$ cat config.mk
export PLATFORM = sky130hd
export DESIGN_NAME = scr_top
export DESIGN_NICKNAME = d
export VERILOG_FILES = /design/src/verilog/scr_pkg.sv /design/src/verilog/scr_top.sv
export VERILOG_INCLUDE_DIRS = /design/src /design/src/verilog
export SDC_FILE = /design/constraint.sdc
export NUM_CORES = 1
export LEC_CHECK = 0
export BUFFER_PORTS_ARGS = -buffer_cell sky130_fd_sc_hd__clkbuf_2
export CORE_ASPECT_RATIO = 1.1
export CORE_MARGIN = 2
export CORE_UTILIZATION = 33
export CTS_CLUSTER_SIZE = 20
export DETAILED_ROUTE_END_ITERATION = 6
export REMOVE_ABC_BUFFERS = 1
export SLEW_MARGIN = 25
export SYNTH_ARGS = -nofsm -noshare
export SYNTH_HDL_FRONTEND = slang
export SYNTH_SLANG_ARGS = --single-unit
$ cat constraint.sdc
create_clock -name sys_clk_in -period 4.03 [get_ports sys_clk_in]
set_clock_uncertainty 0.05 [all_clocks]
set_input_delay 0.2015 -clock sys_clk_in [delete_from_list [all_inputs] [get_ports sys_clk_in]]
set_output_delay 0.2015 -clock sys_clk_in [all_outputs]
set_load 0.02 [all_outputs]
$ cat src/verilog/scr_regs.svh
// Purpose: Offsets, field positions, reset values and timing counts of the
//          system controller register front end.
// Assumes: Byte addresses on an 8-bit AXI4-Lite address, one word per register.
// Notes:   Definitions only; included by the package users.
`ifndef SCR_REGS_SVH
`define SCR_REGS_SVH

// ****************************************************************
// Register offsets
// ****************************************************************
`define SCR_OFF_IEN_CLR   8'h00
`define SCR_OFF_IEN_SET   8'h04
`define SCR_OFF_FLAGS     8'h08
`define SCR_OFF_STATUS    8'h0C
`define SCR_OFF_LOOP_VAL  8'h28
`define SCR_OFF_LOOP_MUL  8'h2C
`define SCR_OFF_LOOP_SYNC 8'h30
`define SCR_OFF_BOD       8'h34
`define SCR_OFF_REGULATOR 8'h3C
`define SCR_OFF_VREF      8'h40
`define SCR_OFF_FLAG_CLR  8'h48

// ****************************************************************
// Fields, reset values, answers and timing
// ****************************************************************
`define SCR_SYNC_RDY_BIT  11
`define SCR_READ_REQ_BIT  0
`define SCR_IEN_RESET     12'h000
`define SCR_CTRL_RESET    32'h0000_0000
`define SCR_REGULATOR_MASK 32'h0000_FFFF
`define SCR_RESP_OKAY     2'h0
`define SCR_RESP_SLVERR   2'h2
`define SCR_RESP_DECERR   2'h3
`define SCR_SYNC_CYCLES   4

`endif

$ cat src/verilog/scr_pkg.sv
// Purpose: Types shared by the system controller register front end.
// Assumes: AXI4-Lite with 8-bit addresses and 32-bit data.
// Notes:   Constants live in scr_regs.svh.
`default_nettype none

package scr_pkg;

    typedef struct packed {
        logic [7:0]  awaddr;
        logic        awvalid;
        logic [31:0] wdata;
        logic [3:0]  wstrb;
        logic        wvalid;
        logic        bready;
    } scr_wr_req_t;

    typedef struct packed {
        logic        awready;
        logic        wready;
        logic [1:0]  bresp;
        logic        bvalid;
    } scr_wr_rsp_t;

    typedef struct packed {
        logic [7:0]  araddr;
        logic        arvalid;
        logic        rready;
    } scr_rd_req_t;

    typedef struct packed {
        logic        arready;
        logic [31:0] rdata;
        logic [1:0]  rresp;
        logic        rvalid;
    } scr_rd_rsp_t;

    typedef struct packed {
        logic [31:0] loop_value;
        logic [31:0] loop_multiplier;
        logic [31:0] brownout_control;
        logic [15:0] regulator_control;
        logic [31:0] reference_control;
    } scr_ctrl_t;

    typedef enum logic [3:0] {
        SCR_REG_NONE      = 4'b0000,
        SCR_REG_IEN_CLR   = 4'b0001,
        SCR_REG_IEN_SET   = 4'b0010,
        SCR_REG_FLAGS     = 4'b0011,
        SCR_REG_STATUS    = 4'b0100,
        SCR_REG_FLAG_CLR  = 4'b0101,
        SCR_REG_LOOP_VAL  = 4'b0110,
        SCR_REG_LOOP_MUL  = 4'b0111,
        SCR_REG_LOOP_SYNC = 4'b1000,
        SCR_REG_BOD       = 4'b1001,
        SCR_REG_REGULATOR = 4'b1010,
        SCR_REG_VREF      = 4'b1011
    } scr_reg_t;

    typedef enum logic [1:0] {
        SCR_SYNC_IDLE = 2'b00,
        SCR_SYNC_RUN  = 2'b01,
        SCR_SYNC_DONE = 2'b10
    } scr_sync_t;

endpackage : scr_pkg

`default_nettype wire

$ cat src/verilog/scr_top.sv
// Purpose: AXI4-Lite register front end of the system controller: interrupt
//          enables, sticky flags, loop and brown-out synchronisation.
// Assumes: One 10 MHz clock, synchronous active-high reset, inputs synchronous.
// Notes:   Sync delays model the slow domains by a cycle counter.
//
// Functional notes
// - Registers accept 8-, 16- and 32-bit atomic accesses.
// - Each byte lane of a register is written independently via wstrb.
// - Synchronised registers finish a sync step before a read completes; a brown-out write waits only for a running sync, then starts one.
// - Write-protect input blocks every write to protected registers.
// - Writing zero to an enable-clear bit leaves that enable unchanged.
// - Writing one to an enable-clear bit clears that enable.
// - Interrupt requested while any enabled flag is set; disabled sources are silent.
// - Brown-out sync-ready enable sits at bit 11.
// - Brown-out control write clears sync-ready, sync completion sets it again.
// - Loop reads without prior read request start sync and stall the bus.
`timescale 1ns/1ns
`default_nettype none
`include "scr_regs.svh"

module scr_top #(
    parameter int SYNC_CYCLES = `SCR_SYNC_CYCLES
) (
    // Clock and reset.
    input  wire logic                 sys_clk_in,
    input  wire logic                 sys_rst_in,
    // AXI4-Lite slave.
    input  wire scr_pkg::scr_wr_req_t wr_req_in,
    output var  scr_pkg::scr_wr_rsp_t wr_rsp_out,
    input  wire scr_pkg::scr_rd_req_t rd_req_in,
    output var  scr_pkg::scr_rd_rsp_t rd_rsp_out,
    // Controller events and levels.
    input  wire logic [10:0]          src_event_in,
    input  wire logic [10:0]          src_status_in,
    input  wire logic                 write_protect_in,
    // Control values and interrupt.
    output var  scr_pkg::scr_ctrl_t   ctrl_out,
    output var  logic                 irq_out
);

    // ****************************************************************
    // Parameter check
    // ****************************************************************
    if (SYNC_CYCLES < 1 || SYNC_CYCLES > 255) begin : g_bad_sync
        $error("SYNC_CYCLES must lie between 1 and 255");
    end

    localparam logic [7:0] SYNC_LOAD = 8'(SYNC_CYCLES - 1);

    // ****************************************************************
    // Functions
    // ****************************************************************
    function automatic scr_pkg::scr_reg_t scr_decode(input logic [7:0] addr);
        logic [7:0] a;
        a = {addr[7:2], 2'b00};
        if (a == `SCR_OFF_IEN_CLR) begin
            return scr_pkg::SCR_REG_IEN_CLR;
        end else if (a == `SCR_OFF_IEN_SET) begin
            return scr_pkg::SCR_REG_IEN_SET;
        end else if (a == `SCR_OFF_FLAGS) begin
            return scr_pkg::SCR_REG_FLAGS;
        end else if (a == `SCR_OFF_STATUS) begin
            return scr_pkg::SCR_REG_STATUS;
        end else if (a == `SCR_OFF_FLAG_CLR) begin
            return scr_pkg::SCR_REG_FLAG_CLR;
        end else if (a == `SCR_OFF_LOOP_VAL) begin
            return scr_pkg::SCR_REG_LOOP_VAL;
        end else if (a == `SCR_OFF_LOOP_MUL) begin
            return scr_pkg::SCR_REG_LOOP_MUL;
        end else if (a == `SCR_OFF_LOOP_SYNC) begin
            return scr_pkg::SCR_REG_LOOP_SYNC;
        end else if (a == `SCR_OFF_BOD) begin
            return scr_pkg::SCR_REG_BOD;
        end else if (a == `SCR_OFF_REGULATOR) begin
            return scr_pkg::SCR_REG_REGULATOR;
        end else if (a == `SCR_OFF_VREF) begin
            return scr_pkg::SCR_REG_VREF;
        end else begin
            return scr_pkg::SCR_REG_NONE;
        end
    endfunction : scr_decode

    // Byte lanes turn 8-, 16- and 32-bit accesses into one masked update.
    function automatic logic [31:0] scr_lanes(input logic [3:0] strb);
        logic [31:0] m;
        m = 32'h0000_0000;
        for (int i = 0; i < 4; i++) begin
            m[i*8 +: 8] = {8{strb[i]}};
        end
        return m;
    endfunction : scr_lanes

    function automatic logic [31:0] scr_merge(input logic [31:0] old,
                                              input logic [31:0] wd,
                                              input logic [31:0] m);
        return (old & ~m) | (wd & m);
    endfunction : scr_merge

    // ****************************************************************
    // State
    // ****************************************************************
    logic [11:0]         ien;
    logic [11:0]         flags;
    scr_pkg::scr_sync_t  bod_st;
    scr_pkg::scr_sync_t  loop_st;
    logic [7:0]          bod_cnt;
    logic [7:0]          loop_cnt;
    logic [7:0]          aw_addr;
    logic [7:0]          ar_addr;
    logic [31:0]         w_data;
    logic [3:0]          w_strb;

    logic [11:0]         next_ien;
    logic [11:0]         next_flags;
    scr_pkg::scr_sync_t  next_bod_st;
    scr_pkg::scr_sync_t  next_loop_st;
    logic [7:0]          next_bod_cnt;
    logic [7:0]          next_loop_cnt;
    logic [7:0]          next_aw_addr;
    logic [7:0]          next_ar_addr;
    logic [31:0]         next_w_data;
    logic [3:0]          next_w_strb;
    scr_pkg::scr_wr_rsp_t next_wr_rsp;
    scr_pkg::scr_rd_rsp_t next_rd_rsp;
    scr_pkg::scr_ctrl_t  next_ctrl;
    logic                next_irq;

    // ****************************************************************
    // Decode and handshake terms
    // ****************************************************************
    scr_pkg::scr_reg_t   wr_sel;
    scr_pkg::scr_reg_t   rd_sel;
    logic [31:0]         bmask;
    logic                bod_run;
    logic                wr_go;
    logic                wr_prot;
    logic                rd_loop;
    logic                rd_wait;
    logic                rd_go;
    logic                bod_done;
    logic [11:0]         flag_clr;
    logic [31:0]         rd_value;

    always_comb begin
        wr_sel  = scr_decode(aw_addr);
        rd_sel  = scr_decode(ar_addr);
        bmask   = w_data & scr_lanes(w_strb);
        bod_run = (bod_st == scr_pkg::SCR_SYNC_RUN);
        // Address and data are both held before a write executes.
        wr_go   = !wr_rsp_out.awready && !wr_rsp_out.wready && !wr_rsp_out.bvalid
                  && !(wr_sel == scr_pkg::SCR_REG_BOD && bod_run);
        wr_prot = write_protect_in && wr_sel != scr_pkg::SCR_REG_NONE
                  && wr_sel != scr_pkg::SCR_REG_FLAGS
                  && wr_sel != scr_pkg::SCR_REG_STATUS;
        rd_loop = (rd_sel == scr_pkg::SCR_REG_LOOP_VAL)
                  || (rd_sel == scr_pkg::SCR_REG_LOOP_MUL);
        rd_wait = (rd_sel == scr_pkg::SCR_REG_BOD && bod_run)
                  || (rd_loop && loop_st != scr_pkg::SCR_SYNC_DONE);
        rd_go   = !rd_rsp_out.arready && !rd_rsp_out.rvalid && !rd_wait;
    end

    // ****************************************************************
    // Read data mux
    // ****************************************************************
    always_comb begin
        rd_value = 32'h0000_0000;
        if (rd_sel == scr_pkg::SCR_REG_IEN_CLR || rd_sel == scr_pkg::SCR_REG_IEN_SET) begin
            rd_value = {20'h0_0000, ien};
        end else if (rd_sel == scr_pkg::SCR_REG_FLAGS) begin
            rd_value = {20'h0_0000, flags};
        end else if (rd_sel == scr_pkg::SCR_REG_STATUS) begin
            rd_value = {20'h0_0000, !bod_run, src_status_in};
        end else if (rd_sel == scr_pkg::SCR_REG_LOOP_VAL) begin
            rd_value = ctrl_out.loop_value;
        end else if (rd_sel == scr_pkg::SCR_REG_LOOP_MUL) begin
            rd_value = ctrl_out.loop_multiplier;
        end else if (rd_sel == scr_pkg::SCR_REG_BOD) begin
            rd_value = ctrl_out.brownout_control;
        end else if (rd_sel == scr_pkg::SCR_REG_REGULATOR) begin
            rd_value = {16'h0000, ctrl_out.regulator_control};
        end else if (rd_sel == scr_pkg::SCR_REG_VREF) begin
            rd_value = ctrl_out.reference_control;
        end
    end

    // ****************************************************************
    // Next-state logic
    // ****************************************************************
    always_comb begin
        next_ien      = ien;
        next_bod_st   = bod_st;
        next_loop_st  = loop_st;
        next_bod_cnt  = bod_cnt;
        next_loop_cnt = loop_cnt;
        next_aw_addr  = aw_addr;
        next_ar_addr  = ar_addr;
        next_w_data   = w_data;
        next_w_strb   = w_strb;
        next_wr_rsp   = wr_rsp_out;
        next_rd_rsp   = rd_rsp_out;
        next_ctrl     = ctrl_out;
        bod_done      = 1'b0;
        flag_clr      = 12'h000;

        // Sync engines count down; the brown-out one returns to idle, the loop
        // one holds its fresh result until a read consumes it.
        case (bod_st)
            scr_pkg::SCR_SYNC_RUN: begin
                if (bod_cnt == 8'h00) begin
                    next_bod_st = scr_pkg::SCR_SYNC_IDLE;
                    bod_done    = 1'b1;
                end else begin
                    next_bod_cnt = bod_cnt - 8'h01;
                end
            end
            default: next_bod_st = scr_pkg::SCR_SYNC_IDLE;
        endcase
        case (loop_st)
            scr_pkg::SCR_SYNC_RUN: begin
                if (loop_cnt == 8'h00) begin
                    next_loop_st = scr_pkg::SCR_SYNC_DONE;
                end else begin
                    next_loop_cnt = loop_cnt - 8'h01;
                end
            end
            scr_pkg::SCR_SYNC_DONE: next_loop_st = scr_pkg::SCR_SYNC_DONE;
            default: next_loop_st = scr_pkg::SCR_SYNC_IDLE;
        endcase

        // Write channels.
        if (wr_req_in.awvalid && wr_rsp_out.awready) begin
            next_aw_addr        = wr_req_in.awaddr;
            next_wr_rsp.awready = 1'b0;
        end
        if (wr_req_in.wvalid && wr_rsp_out.wready) begin
            next_w_data        = wr_req_in.wdata;
            next_w_strb        = wr_req_in.wstrb;
            next_wr_rsp.wready = 1'b0;
        end
        if (wr_rsp_out.bvalid && wr_req_in.bready) begin
            next_wr_rsp.bvalid = 1'b0;
        end
        if (wr_go) begin
            next_wr_rsp.awready = 1'b1;
            next_wr_rsp.wready  = 1'b1;
            next_wr_rsp.bvalid  = 1'b1;
            next_wr_rsp.bresp   = `SCR_RESP_OKAY;
            if (wr_sel == scr_pkg::SCR_REG_NONE) begin
                next_wr_rsp.bresp = `SCR_RESP_DECERR;
            end else if (wr_prot) begin
                next_wr_rsp.bresp = `SCR_RESP_SLVERR;
            end else if (wr_sel == scr_pkg::SCR_REG_IEN_CLR) begin
                next_ien = ien & ~bmask[11:0];
            end else if (wr_sel == scr_pkg::SCR_REG_IEN_SET) begin
                next_ien = ien | bmask[11:0];
            end else if (wr_sel == scr_pkg::SCR_REG_FLAG_CLR) begin
                flag_clr = bmask[11:0];
            end else if (wr_sel == scr_pkg::SCR_REG_LOOP_VAL) begin
                next_ctrl.loop_value = scr_merge(ctrl_out.loop_value, w_data,
                                                 scr_lanes(w_strb));
            end else if (wr_sel == scr_pkg::SCR_REG_LOOP_MUL) begin
                next_ctrl.loop_multiplier = scr_merge(ctrl_out.loop_multiplier, w_data,
                                                      scr_lanes(w_strb));
            end else if (wr_sel == scr_pkg::SCR_REG_LOOP_SYNC) begin
                if (bmask[`SCR_READ_REQ_BIT] && loop_st != scr_pkg::SCR_SYNC_RUN) begin
                    next_loop_st  = scr_pkg::SCR_SYNC_RUN;
                    next_loop_cnt = SYNC_LOAD;
                end
            end else if (wr_sel == scr_pkg::SCR_REG_BOD) begin
                next_ctrl.brownout_control = scr_merge(ctrl_out.brownout_control, w_data,
                                                       scr_lanes(w_strb));
                next_bod_st  = scr_pkg::SCR_SYNC_RUN;
                next_bod_cnt = SYNC_LOAD;
            end else if (wr_sel == scr_pkg::SCR_REG_REGULATOR) begin
                next_ctrl.regulator_control = 16'(scr_merge(
                    {16'h0000, ctrl_out.regulator_control}, w_data,
                    scr_lanes(w_strb) & `SCR_REGULATOR_MASK));
            end else if (wr_sel == scr_pkg::SCR_REG_VREF) begin
                next_ctrl.reference_control = scr_merge(ctrl_out.reference_control, w_data,
                                                        scr_lanes(w_strb));
            end
        end

        // Read channels.
        if (rd_req_in.arvalid && rd_rsp_out.arready) begin
            next_ar_addr        = rd_req_in.araddr;
            next_rd_rsp.arready = 1'b0;
        end
        if (rd_rsp_out.rvalid && rd_req_in.rready) begin
            next_rd_rsp.rvalid = 1'b0;
        end
        // A loop read with no fresh sync starts one itself and holds the bus.
        if (!rd_rsp_out.arready && !rd_rsp_out.rvalid && rd_loop
            && loop_st == scr_pkg::SCR_SYNC_IDLE) begin
            next_loop_st  = scr_pkg::SCR_SYNC_RUN;
            next_loop_cnt = SYNC_LOAD;
        end
        if (rd_go) begin
            next_rd_rsp.arready = 1'b1;
            next_rd_rsp.rvalid  = 1'b1;
            next_rd_rsp.rdata   = rd_value;
            next_rd_rsp.rresp   = (rd_sel == scr_pkg::SCR_REG_NONE) ?
                                  `SCR_RESP_DECERR : `SCR_RESP_OKAY;
            if (rd_loop) begin
                next_loop_st = scr_pkg::SCR_SYNC_IDLE;
            end
        end

        // A new event wins over a clear in the same cycle.
        next_flags = (flags & ~flag_clr) | {bod_done, src_event_in};
        next_irq   = |(next_flags & next_ien);
    end

    // ****************************************************************
    // Registers
    // ****************************************************************
    always_ff @(posedge sys_clk_in) begin
        if (sys_rst_in) begin
            ien        <= `SCR_IEN_RESET;
            flags      <= 12'h000;
            bod_st     <= scr_pkg::SCR_SYNC_IDLE;
            loop_st    <= scr_pkg::SCR_SYNC_IDLE;
            bod_cnt    <= 8'h00;
            loop_cnt   <= 8'h00;
            aw_addr    <= 8'h00;
            ar_addr    <= 8'h00;
            w_data     <= 32'h0000_0000;
            w_strb     <= 4'h0;
            wr_rsp_out <= '{awready: 1'b1, wready: 1'b1, bresp: `SCR_RESP_OKAY,
                            bvalid: 1'b0};
            rd_rsp_out <= '{arready: 1'b1, rdata: 32'h0000_0000,
                            rresp: `SCR_RESP_OKAY, rvalid: 1'b0};
            ctrl_out   <= '{`SCR_CTRL_RESET, `SCR_CTRL_RESET, `SCR_CTRL_RESET,
                            16'h0000, `SCR_CTRL_RESET};
            irq_out    <= 1'b0;
        end else begin
            ien        <= next_ien;
            flags      <= next_flags;
            bod_st     <= next_bod_st;
            loop_st    <= next_loop_st;
            bod_cnt    <= next_bod_cnt;
            loop_cnt   <= next_loop_cnt;
            aw_addr    <= next_aw_addr;
            ar_addr    <= next_ar_addr;
            w_data     <= next_w_data;
            w_strb     <= next_w_strb;
            wr_rsp_out <= next_wr_rsp;
            rd_rsp_out <= next_rd_rsp;
            ctrl_out   <= next_ctrl;
            irq_out    <= next_irq;
        end
    end
endmodule : scr_top

`default_nettype wire

Word level (Yosys, flattened, before mapping)
Index checks and enable logic that the tools add are counted.
{"block": "classes", "n_addsub": 2, "eq_ne": 45, "mux": 102, "bitwise": 31, "reduce_logical": 49}
{"cell": "$mux 32", "count": 8}
{"cell": "$mux 8", "count": 24}
{"cell": "$and 32x32->32", "count": 5}
{"cell": "$mux 12", "count": 11}
{"cell": "$or 32x32->32", "count": 4}
{"cell": "$mux 4", "count": 22}
{"cell": "$eq 6x4->1 const B", "count": 10}
{"cell": "$mux 2", "count": 30}
{"cell": "$and 12x12->12", "count": 3}
{"cell": "$and 16x16->16", "count": 2}
{"cell": "$not 32->32", "count": 1}
{"cell": "$eq 4x4->1 const B", "count": 7}
{"cell": "$eq 4x3->1 const B", "count": 6}
{"cell": "$eq 6x2->1 const B", "count": 4}
{"cell": "$eq 6x5->1 const B", "count": 4}
{"cell": "$not 12->12", "count": 2}
{"cell": "$or 12x12->12", "count": 2}
{"cell": "$logic_and 1x1->1", "count": 19}
{"cell": "$logic_not 8->1", "count": 2}
{"cell": "$not 16->16", "count": 1}
{"cell": "$or 16x16->16", "count": 1}
{"cell": "$sub 8x1->8 const B", "count": 2}
{"cell": "$eq 4x2->1 const B", "count": 3}
{"cell": "$eq 6x1->1 const B", "count": 2}
{"cell": "24 further kinds", "count": 54}
{"block": "totals", "regBits": 282, "input_bits": 82, "out_inout_bits": 186, "elab_cells": 254}

Logic depth before layout (Yosys ltp)
Gate-level depths: netlist (run 1).
{"block": "logic_depth", "word_depth": 25, "depth_mapped": 10, "ltp_nobuf": 7}

Worst setup path after synthesis (run 1)
OpenSTA, ideal clock, no wires.
{"block": "synth_path", "path_type": "register to register", "start": "reg aw_addr[4]", "end": "reg irq_out", "setup_time_ns": 0.138, "arrival_time_ns": 2.297, "t_required_ns": 3.842, "setup_slack_ns": 1.544, "path_stages_with_launch": 9, "n_path_buf": 2, "synth_period_minus_slack_ns": 2.486, "path_cell_list": "dfxtp_1 > buf_2 > nor3_1 > and3_1 > clkbuf_1 > and3_1 > mux2_2 > a2111oi_0 > a31oi_1"}
{"block": "synth_between", "elab_chain_len": 24, "elab_cells_between_ends": 52, "classes_between": "eq/ne (16); mux (22); bitwise (4); reduce/logical (10)"}
{"item": "start: declaration", "line_no": "scr_top.sv:108", "source": "logic [7:0] aw_addr;"}
{"item": "start signal: assignment", "line_no": "scr_top.sv:343", "source": "aw_addr <= next_aw_addr;"}
{"item": "$eq 6x5->1 (no source line)"}
{"item": "$mux 4", "line_no": "scr_top.sv:76", "source": "end else if (a == `SCR_OFF_VREF) begin"}
{"item": "$mux 4", "line_no": "scr_top.sv:74", "source": "end else if (a == `SCR_OFF_REGULATOR) begin"}
{"item": "$mux 4", "line_no": "scr_top.sv:72", "source": "end else if (a == `SCR_OFF_BOD) begin"}
{"item": "$mux 4", "line_no": "scr_top.sv:70", "source": "end else if (a == `SCR_OFF_LOOP_SYNC) begin"}
{"item": "$mux 4", "line_no": "scr_top.sv:68", "source": "end else if (a == `SCR_OFF_LOOP_MUL) begin"}
{"item": "$mux 4", "line_no": "scr_top.sv:66", "source": "end else if (a == `SCR_OFF_LOOP_VAL) begin"}
{"item": "$mux 4", "line_no": "scr_top.sv:64", "source": "end else if (a == `SCR_OFF_FLAG_CLR) begin"}
{"item": "(+8 left out)"}
{"item": "$mux 12", "line_no": "scr_top.sv:250", "source": "end else if (wr_prot) begin"}
{"item": "$mux 12", "line_no": "scr_top.sv:248", "source": "if (wr_sel == scr_pkg::SCR_REG_NONE) begin"}
{"item": "$mux 12", "line_no": "scr_top.sv:243", "source": "if (wr_go) begin"}
{"item": "$not 12->12", "line_no": "scr_top.sv:310", "source": "next_flags = (flags & ~flag_clr) | {bod_done, src_event_in};"}
{"item": "$and 12x12->12", "line_no": "scr_top.sv:310"}
{"item": "$or 12x12->12", "line_no": "scr_top.sv:310"}
{"item": "$and 12x12->12 *", "line_no": "scr_top.sv:311", "source": "next_irq = |(next_flags & next_ien);"}
{"item": "$reduce_or 12->1 *", "line_no": "scr_top.sv:311"}
{"item": "end signal: assignment", "line_no": "scr_top.sv:350", "source": "irq_out <= next_irq;"}
{"item": "end: declaration", "line_no": "scr_top.sv:38", "source": "output var logic irq_out"}
Every way passes the cells marked *; elsewhere a longest branch is shown, timed or not.
A chain may end at the register's enable or synchronous reset.

==> results of run 1 <==
## area by class of cell
cell class / instances / area [um^2]
fill: 3463 / 20000
multi-input combinational: 881 / 5820
sequential: 277 / 5550
timing repair buffer: 347 / 2110
clock buffer: 52 / 990
tap: 481 / 602
clock inverter: 7 / 97.6
inverter: 16 / 60.1
antenna: 1 / 2.50
## power by group through the flow
stage | Combinational, mW | Clock, mW | Sequential (mW)
after CTS | 0.461 | 3.04 | 2.87
final | 0.461 | 2.97 | 2.88
after global routing | 0.499 | 3.15 | 2.88
after detailed placement | 0.409 | 0 | 2.93
after global placement | 0.403 | 0 | 2.93
after floorplan | 0.175 | 0 | 2.93
## through the flow
step	utilization	setup slack, ns	instance area (um^2)	instances	hold slack, ns
5_1_grt	0.432	0.779	15200	2062	0.0560
3_5_place_dp	0.383	0.964	13500	1939	0.379
2_1_floorplan	-	0.159	11400	1174	0.221
6_report	0.432	0.925	15200	2062	0.0214
3_3_place_gp	0.383	0.985	13500	1939	0.376
4_1_cts	0.432	0.924	15200	2061	0.0131
## per-layer routing
layer / up-vias / global-route usage / wire [um]
met4: 4 / 0.0671 / 1090
met1: 5032 / 0.269 / 17700
li1: 5111 / - / -
met3: 69 / 0.0427 / 2630
met2: 353 / 0.336 / 17900
met5: - / 0 / 26
## critical path, delay by kind of cell, from the launching register on
kind	cells	cell delay, ns
multiplexers	1	0.32
AND/OR/NAND/NOR	2	0.47
flip-flops	1	0.57
AO/OA/AOI/OAI	3	1.05
buffers and inverters	1	0.51
## cells in the final DEF, fill, tap and decap left out, types with 11 or more instances in the layout
cell type      Yosys  final
a31oi_1           19     19
a22o_1            32     32
clkbuf_2           0    262
clkbuf_16          0     35
nand3_1           17     17
dlygate4sd3_1      0     63
and4_1            12     12
a32oi_1           24     24
a21oi_1           62     62
nand4_4           13     13
buf_4              2     21
clkbuf_1          76     12
a221oi_1          15     15
dfxtp_1          277    277
nor2_1           211    210
mux2i_1          152    152
nor3_1            21     20
nand4_1           11     11
inv_1             16     16
nand2_1          147    146
o22ai_1           15     15
## path summary, 6_finish.rpt
kind / startpoint / end / slack (ns) / cells after the start
hold reg to reg: rd_rsp_out[15] / rd_rsp_out[15] / 0.43 / 1
setup / recovery: aw_addr[4] / register / 0.93 / 7
setup reg to reg: aw_addr[4] / register / 0.93 / 7
hold / removal: src_event_in[1] / flags[1] / 0.02 / 3
## cells by family (layout without fill, tap and decap cells)
family	after synthesis	count (layout)	share of synthesized area
compound gates	221	221	0.136
xor+xnor	13	13	0.00963
fa+ha+maj	7	7	0.00741
buf+inv	115	422	0.0429
flops	277	277	0.469
mux	153	153	0.130
other cells	1	2	0.000317
simple gates	486	486	0.205
## cell usage after synthesis, types with 3 or more instances
library cell / number / area share
nor2_1: 211 / 0.067
a32oi_1: 24 / 0.018
nand4_4: 13 / 0.023
a31oi_1: 19 / 0.010
a222oi_1: 4 / 0.0034
dfxtp_1: 277 / 0.47
inv_1: 16 / 0.0051
nand2_1: 147 / 0.047
o21ai_0: 7 / 0.0030
ha_1: 7 / 0.0074
mux2i_1: 152 / 0.13
buf_2: 14 / 0.0059
a311oi_1: 10 / 0.0074
nand2b_1: 7 / 0.0037
and3_1: 3 / 0.0016
o41ai_1: 3 / 0.0022
a22o_1: 32 / 0.024
nor3_1: 21 / 0.0089
a22oi_1: 4 / 0.0025
o31a_1: 3 / 0.0022
and2_1: 4 / 0.0021
buf_6: 3 / 0.0029
xnor2_1: 9 / 0.0067
clkbuf_1: 76 / 0.024
a221oi_1: 15 / 0.011
nand3_1: 17 / 0.0072
nand4_1: 11 / 0.0058
nand3_4: 4 / 0.0059
nor2b_1: 7 / 0.0037
o22ai_1: 15 / 0.0079
nor4_1: 7 / 0.0037
a21oi_1: 62 / 0.026
nor4b_1: 4 / 0.0030
and4_1: 12 / 0.0089
xor2_1: 4 / 0.0030
or4_1: 3 / 0.0019
or2_2: 3 / 0.0016
a31o_2: 3 / 0.0022
==> impl_metrics.py, run 1 <==
metrics = {
    "place": {
        "io_buffers": 263,
        "gp_congestion": 0.792,
        "dp_hpwl_mm": 26.0,
    },
    "clock_network": {
        "cts.path.max_buffers": 3,
        "numCtsBuffers": 34,
        "cts_tree": "yes",
        "cts_root_buf": "clkbuf_16",
        "numClockSinks": 277,
        "clkLatencyLatePin_ns": 0.51,
        "post_cts_buffers": 0,
        "cts_hold_buf": 63,
        "clk_pin_slew_ns": 0.06,
        "cts_max_level": 2,
        "cts.repair.resized": 0,
    },
    "timing": {
        "worstMarginPinSlew_ns": 1.03,
        "setup_viol": 0,
        "period_needed_ns": 3.10,
        "period_share": 0.770,
        "tns_ns": 0,
        "drv_slew": 0,
        "rsz0062_at_grt": "no",
        "max_freq_mhz": 322,
        "hold_violations": 0,
        "maxSlewHeadroom": 0.315,
    },
    "die": {
        "start_util": 0.336,
        "die_w_um": 184,
        "pin_count": 268,
        "core_area_um2": 35200,
        "fp.dieH_um": 203,
        "num_rows": 72,
        "dieArea_um2": 37400,
    },
    "worst_hold_path": {
        "worstHoldPathType": "in -> reg",
    },
    "flow_run": {
        "drv_cap": 0,
    },
    "power": {
        "ir_worst_vdd_v": 0.000386,
        "p_seq_frac": 0.456,
        "share_comb_of_total_power": 0.073,
        "p_int_mw": 4.78,
        "total_leakage_power_nw": 7.29,
        "p_sw_frac": 0.242,
        "p_sw_mw": 1.53,
        "power_mw": 6.31,
        "powerDensity_nw_per_um2": 415,
        "p_clk_frac": 0.471,
    },
    "global_routing": {
        "antenna_found_initial": 3,
        "grt_overflow_total": 0,
        "grt.total_usage": 0.205,
        "grt_pass1_wl_mm": 59.4,
        "grt_max_degree": 69,
        "grt_pass1_vias": 10000,
    },
    "final_layout": {
        "drive_gt1_frac": 0.235,
        "area_delta_synth_final_pct": 28.7,
        "fin_nets": 1646,
    },
    "drt": {
        "drt-initial-drc-count": 654,
        "drtPass1Iterations": 5,
        "post_drt_wl_per_cell_um": 19.1,
        "antenna_left": 0,
        "vias": 10600,
        "routed_via_density": 5.13,
        "routed_wl_mm": 39.3,
        "drc_errors": 0,
    },
    "logic_synthesis": {
        "yosysUniqueCellTypes": 70,
        "synth_ff_type": "dfxtp_1",
        "yosysWarnings": 0,
        "avgSynthCellArea_um2": 9.29,
        "postSynth.asyncResetShare": 0,
        "synth_seq_cells": 277,
        "syn_area_um2": 11800,
        "synthCells": 1273,
        "synth_edf_count": 0,
        "yosysSeqAreaShare": 0.469,
    },
    "run_status": {
        "outcome": "finished clean",
    },
    "critical_path": {
        "critPathKind": "reg -> reg",
        "cpPeakStageDelay_ns": 0.57,
        "critPathLaunchType": "register",
        "worstPathMaxFanout": 19,
        "end_kind": "register",
        "crit_slowest_cell": "dfxtp_1",
        "arrival_ns": 3.44,
        "critPathRequiredTime_ns": 4.36,
        "crit_chain": "o21bai_1 -> a221o_1 -> a2111oi_4 -> buf_4 -> nand4_4 -> mux2i_1 -> nor2_1",
    },
}
No activity file was read; power rests on OpenSTA's default activity.
==> run 2, diff against run 1 <==
- clock period: 4.03 -> 2.55 ns (I/O delays scaled with it)
==> run 2 against run 1 <==
Effect of this change:
- the run now ends with DRC left
- combinational power rose by 87%
- sequential cell count did not move
- count of clock-buffer cells in the layout fell by 9
- utilization rose by 1.7 points
- final cell count rose by 2.6%
- worst hold slack improved by 0.013 ns
- via count rose by 3.2%
- setup slack got worse by 0.83 ns
- sequential power rose by 57%
- critical path type unchanged
==> impl_metrics.py, run 2 (same netlist as run 1, synthesis figures left out) <==
metrics = {
    "timing": {
        "tns_ns": 0,
        "fin_ws_ns": 0.0978,
        "setup_viol": 0,
        "period_share": 0.962,
        "worstMarginPinSlew_ns": 0.656,
        "hold_violations": 0,
        "fin_hold_ws_ns": 0.0347,
        "drv_slew": 0,
        "period_needed_ns": 2.45,
        "rsz0062_at_grt": "no",
        "max_freq_mhz": 408,
        "maxSlewHeadroom": 0.557,
    },
    "die": {
        "die_w_um": 184,
        "fp.dieH_um": 203,
        "pin_count": 268,
        "num_rows": 72,
        "start_util": 0.336,
        "dieArea_um2": 37400,
        "core_area_um2": 35200,
    },
    "power": {
        "ir_worst_vdd_v": 0.000530,
        "powerDensity_nw_per_um2": 613,
        "total_leakage_power_nw": 7.59,
    },
    "drt": {
        "highest_layer": "met5",
        "routed_via_density": 5.16,
        "drtPass1Iterations": 7,
        "vias": 10900,
        "route.met2.wl_mm": 18.4,
        "antenna_left": 0,
        "post_drt_wl_per_cell_um": 19.0,
        "routed_wl_mm": 40.2,
        "drt-initial-drc-count": 746,
        "met1_length_mm": 17.8,
        "route.met3.wl_mm": 2.82,
        "drc_errors": 1,
    },
    "clock_network": {
        "cts.path.max_buffers": 3,
        "cts_max_level": 1,
        "clk_pin_slew_ns": 0.06,
        "numClockSinks": 277,
        "numCtsBuffers": 30,
        "cts_root_buf": "clkbuf_16",
        "clkLatencyLatePin_ns": 0.56,
        "cts_tree": "yes",
    },
    "global_routing": {
        "grt_max_degree": 71,
        "grt_pass1_vias": 10300,
        "grt_overflow_total": 0,
        "antenna_found_initial": 2,
        "grt.total_usage": 0.208,
        "grt_pass1_wl_mm": 60.2,
    },
    "flow_run": {
        "drv_cap": 0,
    },
    "place": {
        "preCtsSetupSlack_ns": 0.00994,
        "io_buffers": 263,
        "post_dp_cell_area_um2": 13900,
        "gp_congestion": 0.811,
        "dp_hpwl_mm": 27.0,
    },
    "final_layout": {
        "final_cell_mix": "275 x dfxtp_1, 262 x clkbuf_2, 210 x nor2_1",
        "area_delta_synth_final_pct": 33.8,
        "final_util": 0.449,
        "final_common_cell": "dfxtp_1",
        "fin_nets": 1705,
        "stdcell_area_um2": 15800,
        "drive_gt1_frac": 0.256,
    },
    "worst_hold_path": {
        "worstHoldPathType": "in -> reg",
    },
    "critical_path": {
        "critPathLaunchType": "register",
        "critPathRequiredTime_ns": 2.94,
        "worstPathMaxFanout": 11,
        "end_kind": "register",
        "arrival_ns": 2.84,
        "critPathKind": "reg -> reg",
    },
    "run_status": {
        "violations": "DRC",
        "outcome": "finished, violations left",
    },
}
## run 2: changes by cell type in the layout (fill, tap and decap cells not counted), moves of 3 or more
cell	before	now
buf_12	0	11
buf_4	21	52
clkbuf_1	12	7
clkbuf_16	35	32
dlygate4sd3_1	63	82
## run 2: area by class of cell
class                      instances  area [um^2]
fill                            3426        19400
clock inverter                     7         93.8
sequential                       277         5550
clock buffer                      43          871
inverter                          16         60.1
timing repair buffer             410         2790
multi-input combinational        881         5850
tap                              481          602
antenna                            1         2.50
## run 2: power breakdown
| part | switching (mW) | internal (mW) |
|---|---|---|
| Clock | 1.76 | 2.55 |
| Combinational | 0.514 | 0.348 |
| Sequential | 0.102 | 4.42 |
## run 2: path summary, 6_finish.rpt
kind	start	end	slack, ns	depth (start not counted)
worst max-delay path	aw_addr[5]	register	0.1	9
worst min-delay path	src_status_in[10]	rd_rsp_out[13]	0.03	4
worst max register to register	aw_addr[5]	register	0.1	9
worst min register to register	rd_rsp_out[18]	rd_rsp_out[18]	0.43	1
## run 2: layer usage
metal,vias up,global-route usage
li1,5238,-
met1,5223,0.274
met2,378,0.338
met3,67,0.0407
met4,2,0.0706
met5,-,0
## run 2: what timing repair did
| action | 4_1_cts | 5_1_grt |
|---|---|---|
| setup buffers | 0 | 6 |
| gates cloned | 0 | 1 |
| setup endpoints to repair | 1 | 117 |
| gates resized for setup | 1 | 12 |
| pin swaps | 1 | 5 |
| hold buffers | 82 | 0 |
| endpoints found under the hold margin | 82 | 0 |
## run 2: critical path, cell delays in order, from the launching register on
cell,delay (ns)
dfxtp_1,0.31
buf_4,0.17
and4bb_2,0.28
a31o_2,0.24
a2111oi_4,0.31
buf_4,0.19
clkbuf_16,0.20
nand4_4,0.28
mux2i_1,0.25
nor2_1,0.06
## run 2: stage by stage
step / power (mW) / instances
floorplan: 4.91 / 1174
global placement: 5.34 / 1976
detailed placement: 5.35 / 1976
CTS: 9.79 / 2108
global route: 10.1 / 2115
finish: 9.69 / 2116
==> run 3, diff against run 2 <==
- RECOVER_POWER: not set -> 100
==> run 3 against run 2 <==
Effect of this change:
- the flow now finishes without violations
- setup slack gained 0.0014 ns
- non-clock buffer count is the same
- worst hold slack lost 0.0012 ns
- total power is essentially flat
- die area is the same
- via count grew 0.17%
- critical path depth is the same
- critical path type unchanged
- largest power group unchanged
==> impl_metrics.py, run 3 (same netlist as run 1, synthesis figures left out) <==
metrics = {
    "clock_network": {
        "clkLatencyLatePin_ns": 0.56,
        "clk_pin_slew_ns": 0.06,
        "numClockSinks": 277,
        "cts.path.max_buffers": 3,
        "cts_root_buf": "clkbuf_16",
        "cts_max_level": 1,
        "cts_tree": "yes",
        "numCtsBuffers": 30,
    },
    "power": {
        "total_leakage_power_nw": 6.93,
        "ir_worst_vdd_v": 0.000531,
        "powerDensity_nw_per_um2": 622,
    },
    "timing": {
        "max_freq_mhz": 408,
        "period_share": 0.961,
        "setup_viol": 0,
        "fin_ws_ns": 0.0992,
        "maxSlewHeadroom": 0.545,
        "period_needed_ns": 2.45,
        "worstMarginPinSlew_ns": 0.673,
        "hold_violations": 0,
        "fin_hold_ws_ns": 0.0335,
        "drv_slew": 0,
    },
    "critical_path": {
        "critPathRequiredTime_ns": 2.94,
        "critPathLaunchType": "register",
        "arrival_ns": 2.84,
        "critPathKind": "reg -> reg",
        "rrSetupSlack_ns": 0.1,
        "end_kind": "register",
        "worstPathMaxFanout": 11,
    },
    "die": {
        "pin_count": 268,
        "dieArea_um2": 37400,
        "fp.dieH_um": 203,
        "num_rows": 72,
        "die_w_um": 184,
        "core_area_um2": 35200,
        "start_util": 0.336,
    },
    "global_routing": {
        "grt_pass1_wl_mm": 60.2,
        "grt_pass1_vias": 10300,
        "grt_max_degree": 71,
        "grt_overflow_total": 0,
        "grt.total_usage": 0.208,
        "antenna_found_initial": 2,
    },
    "drt": {
        "antenna_left": 0,
        "drt-initial-drc-count": 749,
        "drtPass1Iterations": 5,
        "post_drt_wl_per_cell_um": 19.0,
        "vias": 10900,
        "routed_via_density": 5.16,
        "drc_errors": 0,
        "routed_wl_mm": 40.3,
    },
    "final_layout": {
        "final_cell_mix": "275 x dfxtp_1, 210 x nor2_1, 196 x clkbuf_1",
        "area_delta_synth_final_pct": 31.7,
        "stdcell_area_um2": 15600,
        "final_common_cell": "dfxtp_1",
        "fin_nets": 1705,
        "drive_gt1_frac": 0.140,
    },
    "place": {
        "gp_congestion": 0.811,
        "io_buffers": 263,
        "post_dp_cell_area_um2": 13900,
        "dp_hpwl_mm": 27.0,
        "preCtsSetupSlack_ns": 0.00994,
    },
    "worst_hold_path": {
        "worstHoldPathType": "in -> reg",
    },
    "run_status": {
        "outcome": "finished clean",
    },
    "flow_run": {
        "drv_cap": 0,
    },
}
-- run 3: cell types whose count changed in the layout (fill, tap and decap cells not counted) --
cell / change
clkbuf_1: +189
nand2_2: -1
clkbuf_2: -185
nand2_1: +1
buf_4: -4
-- run 3: power by group --
| part | switching, mW | total, mW | internal, mW |
|---|---|---|---|
| Clock | 1.77 | 4.31 | 2.55 |
| Combinational | 0.514 | 0.851 | 0.337 |
| Sequential | 0.102 | 4.52 | 4.42 |
-- run 3: metrics by stage --
stage          setup TNS, ns  std cells   util  power, mW
4_1_cts                    0       2108  0.445       9.79
3_5_place_dp               0       1976  0.394       5.35
6_report                   0       2116  0.442       9.68
5_1_grt              -0.0347       2115  0.442       10.0
3_3_place_gp               0       1976  0.394       5.34
2_1_floorplan        -208.12       1174      -       4.91
-- run 3: cell type report --
type / instances / area (um^2)
Fill cell: 3515 / 19700
Sequential cell: 277 / 5550
Inverter: 16 / 60.1
Tap cell: 481 / 602
Multi-Input combinational cell: 881 / 5850
Timing Repair Buffer: 410 / 2540
Antenna cell: 1 / 2.50
Clock inverter: 7 / 93.8
Clock buffer: 43 / 871
-- run 3: repair_timing --
action / in CTS / in global routing
hold buffers: 82 / 0
setup buffers: 0 / 6
gates resized for setup: 1 / 12
gates cloned: 0 / 1
endpoints found under the hold margin: 82 / 0
setup endpoints to repair: 1 / 117
pin swaps: 1 / 5
-- run 3: path summary, 6_finish.rpt --
check	from	end	cells after the start
worst min-delay path	src_status_in[6]	rd_rsp_out[9]	4
worst max register to register	aw_addr[5]	register	9
worst min register to register	rd_rsp_out[18]	rd_rsp_out[18]	1
worst max-delay path	aw_addr[5]	register	9
-- run 3: layer usage --
metal,track usage,up-vias,wire (um)
li1,-,5232,-
met1,0.274,5237,17800
met2,0.338,392,18400
met3,0.0407,64,2880
met4,0.0706,2,1140
met5,0,-,12
-- run 3: worst max-delay path: stages (launching register included) --
cell       delay (ns)
dfxtp_1          0.31
buf_4            0.16
and4bb_2         0.28
a31o_2           0.24
a2111oi_4        0.30
buf_4            0.19
clkbuf_16        0.19
nand4_4          0.27
mux2i_1          0.25
nor2_1           0.06
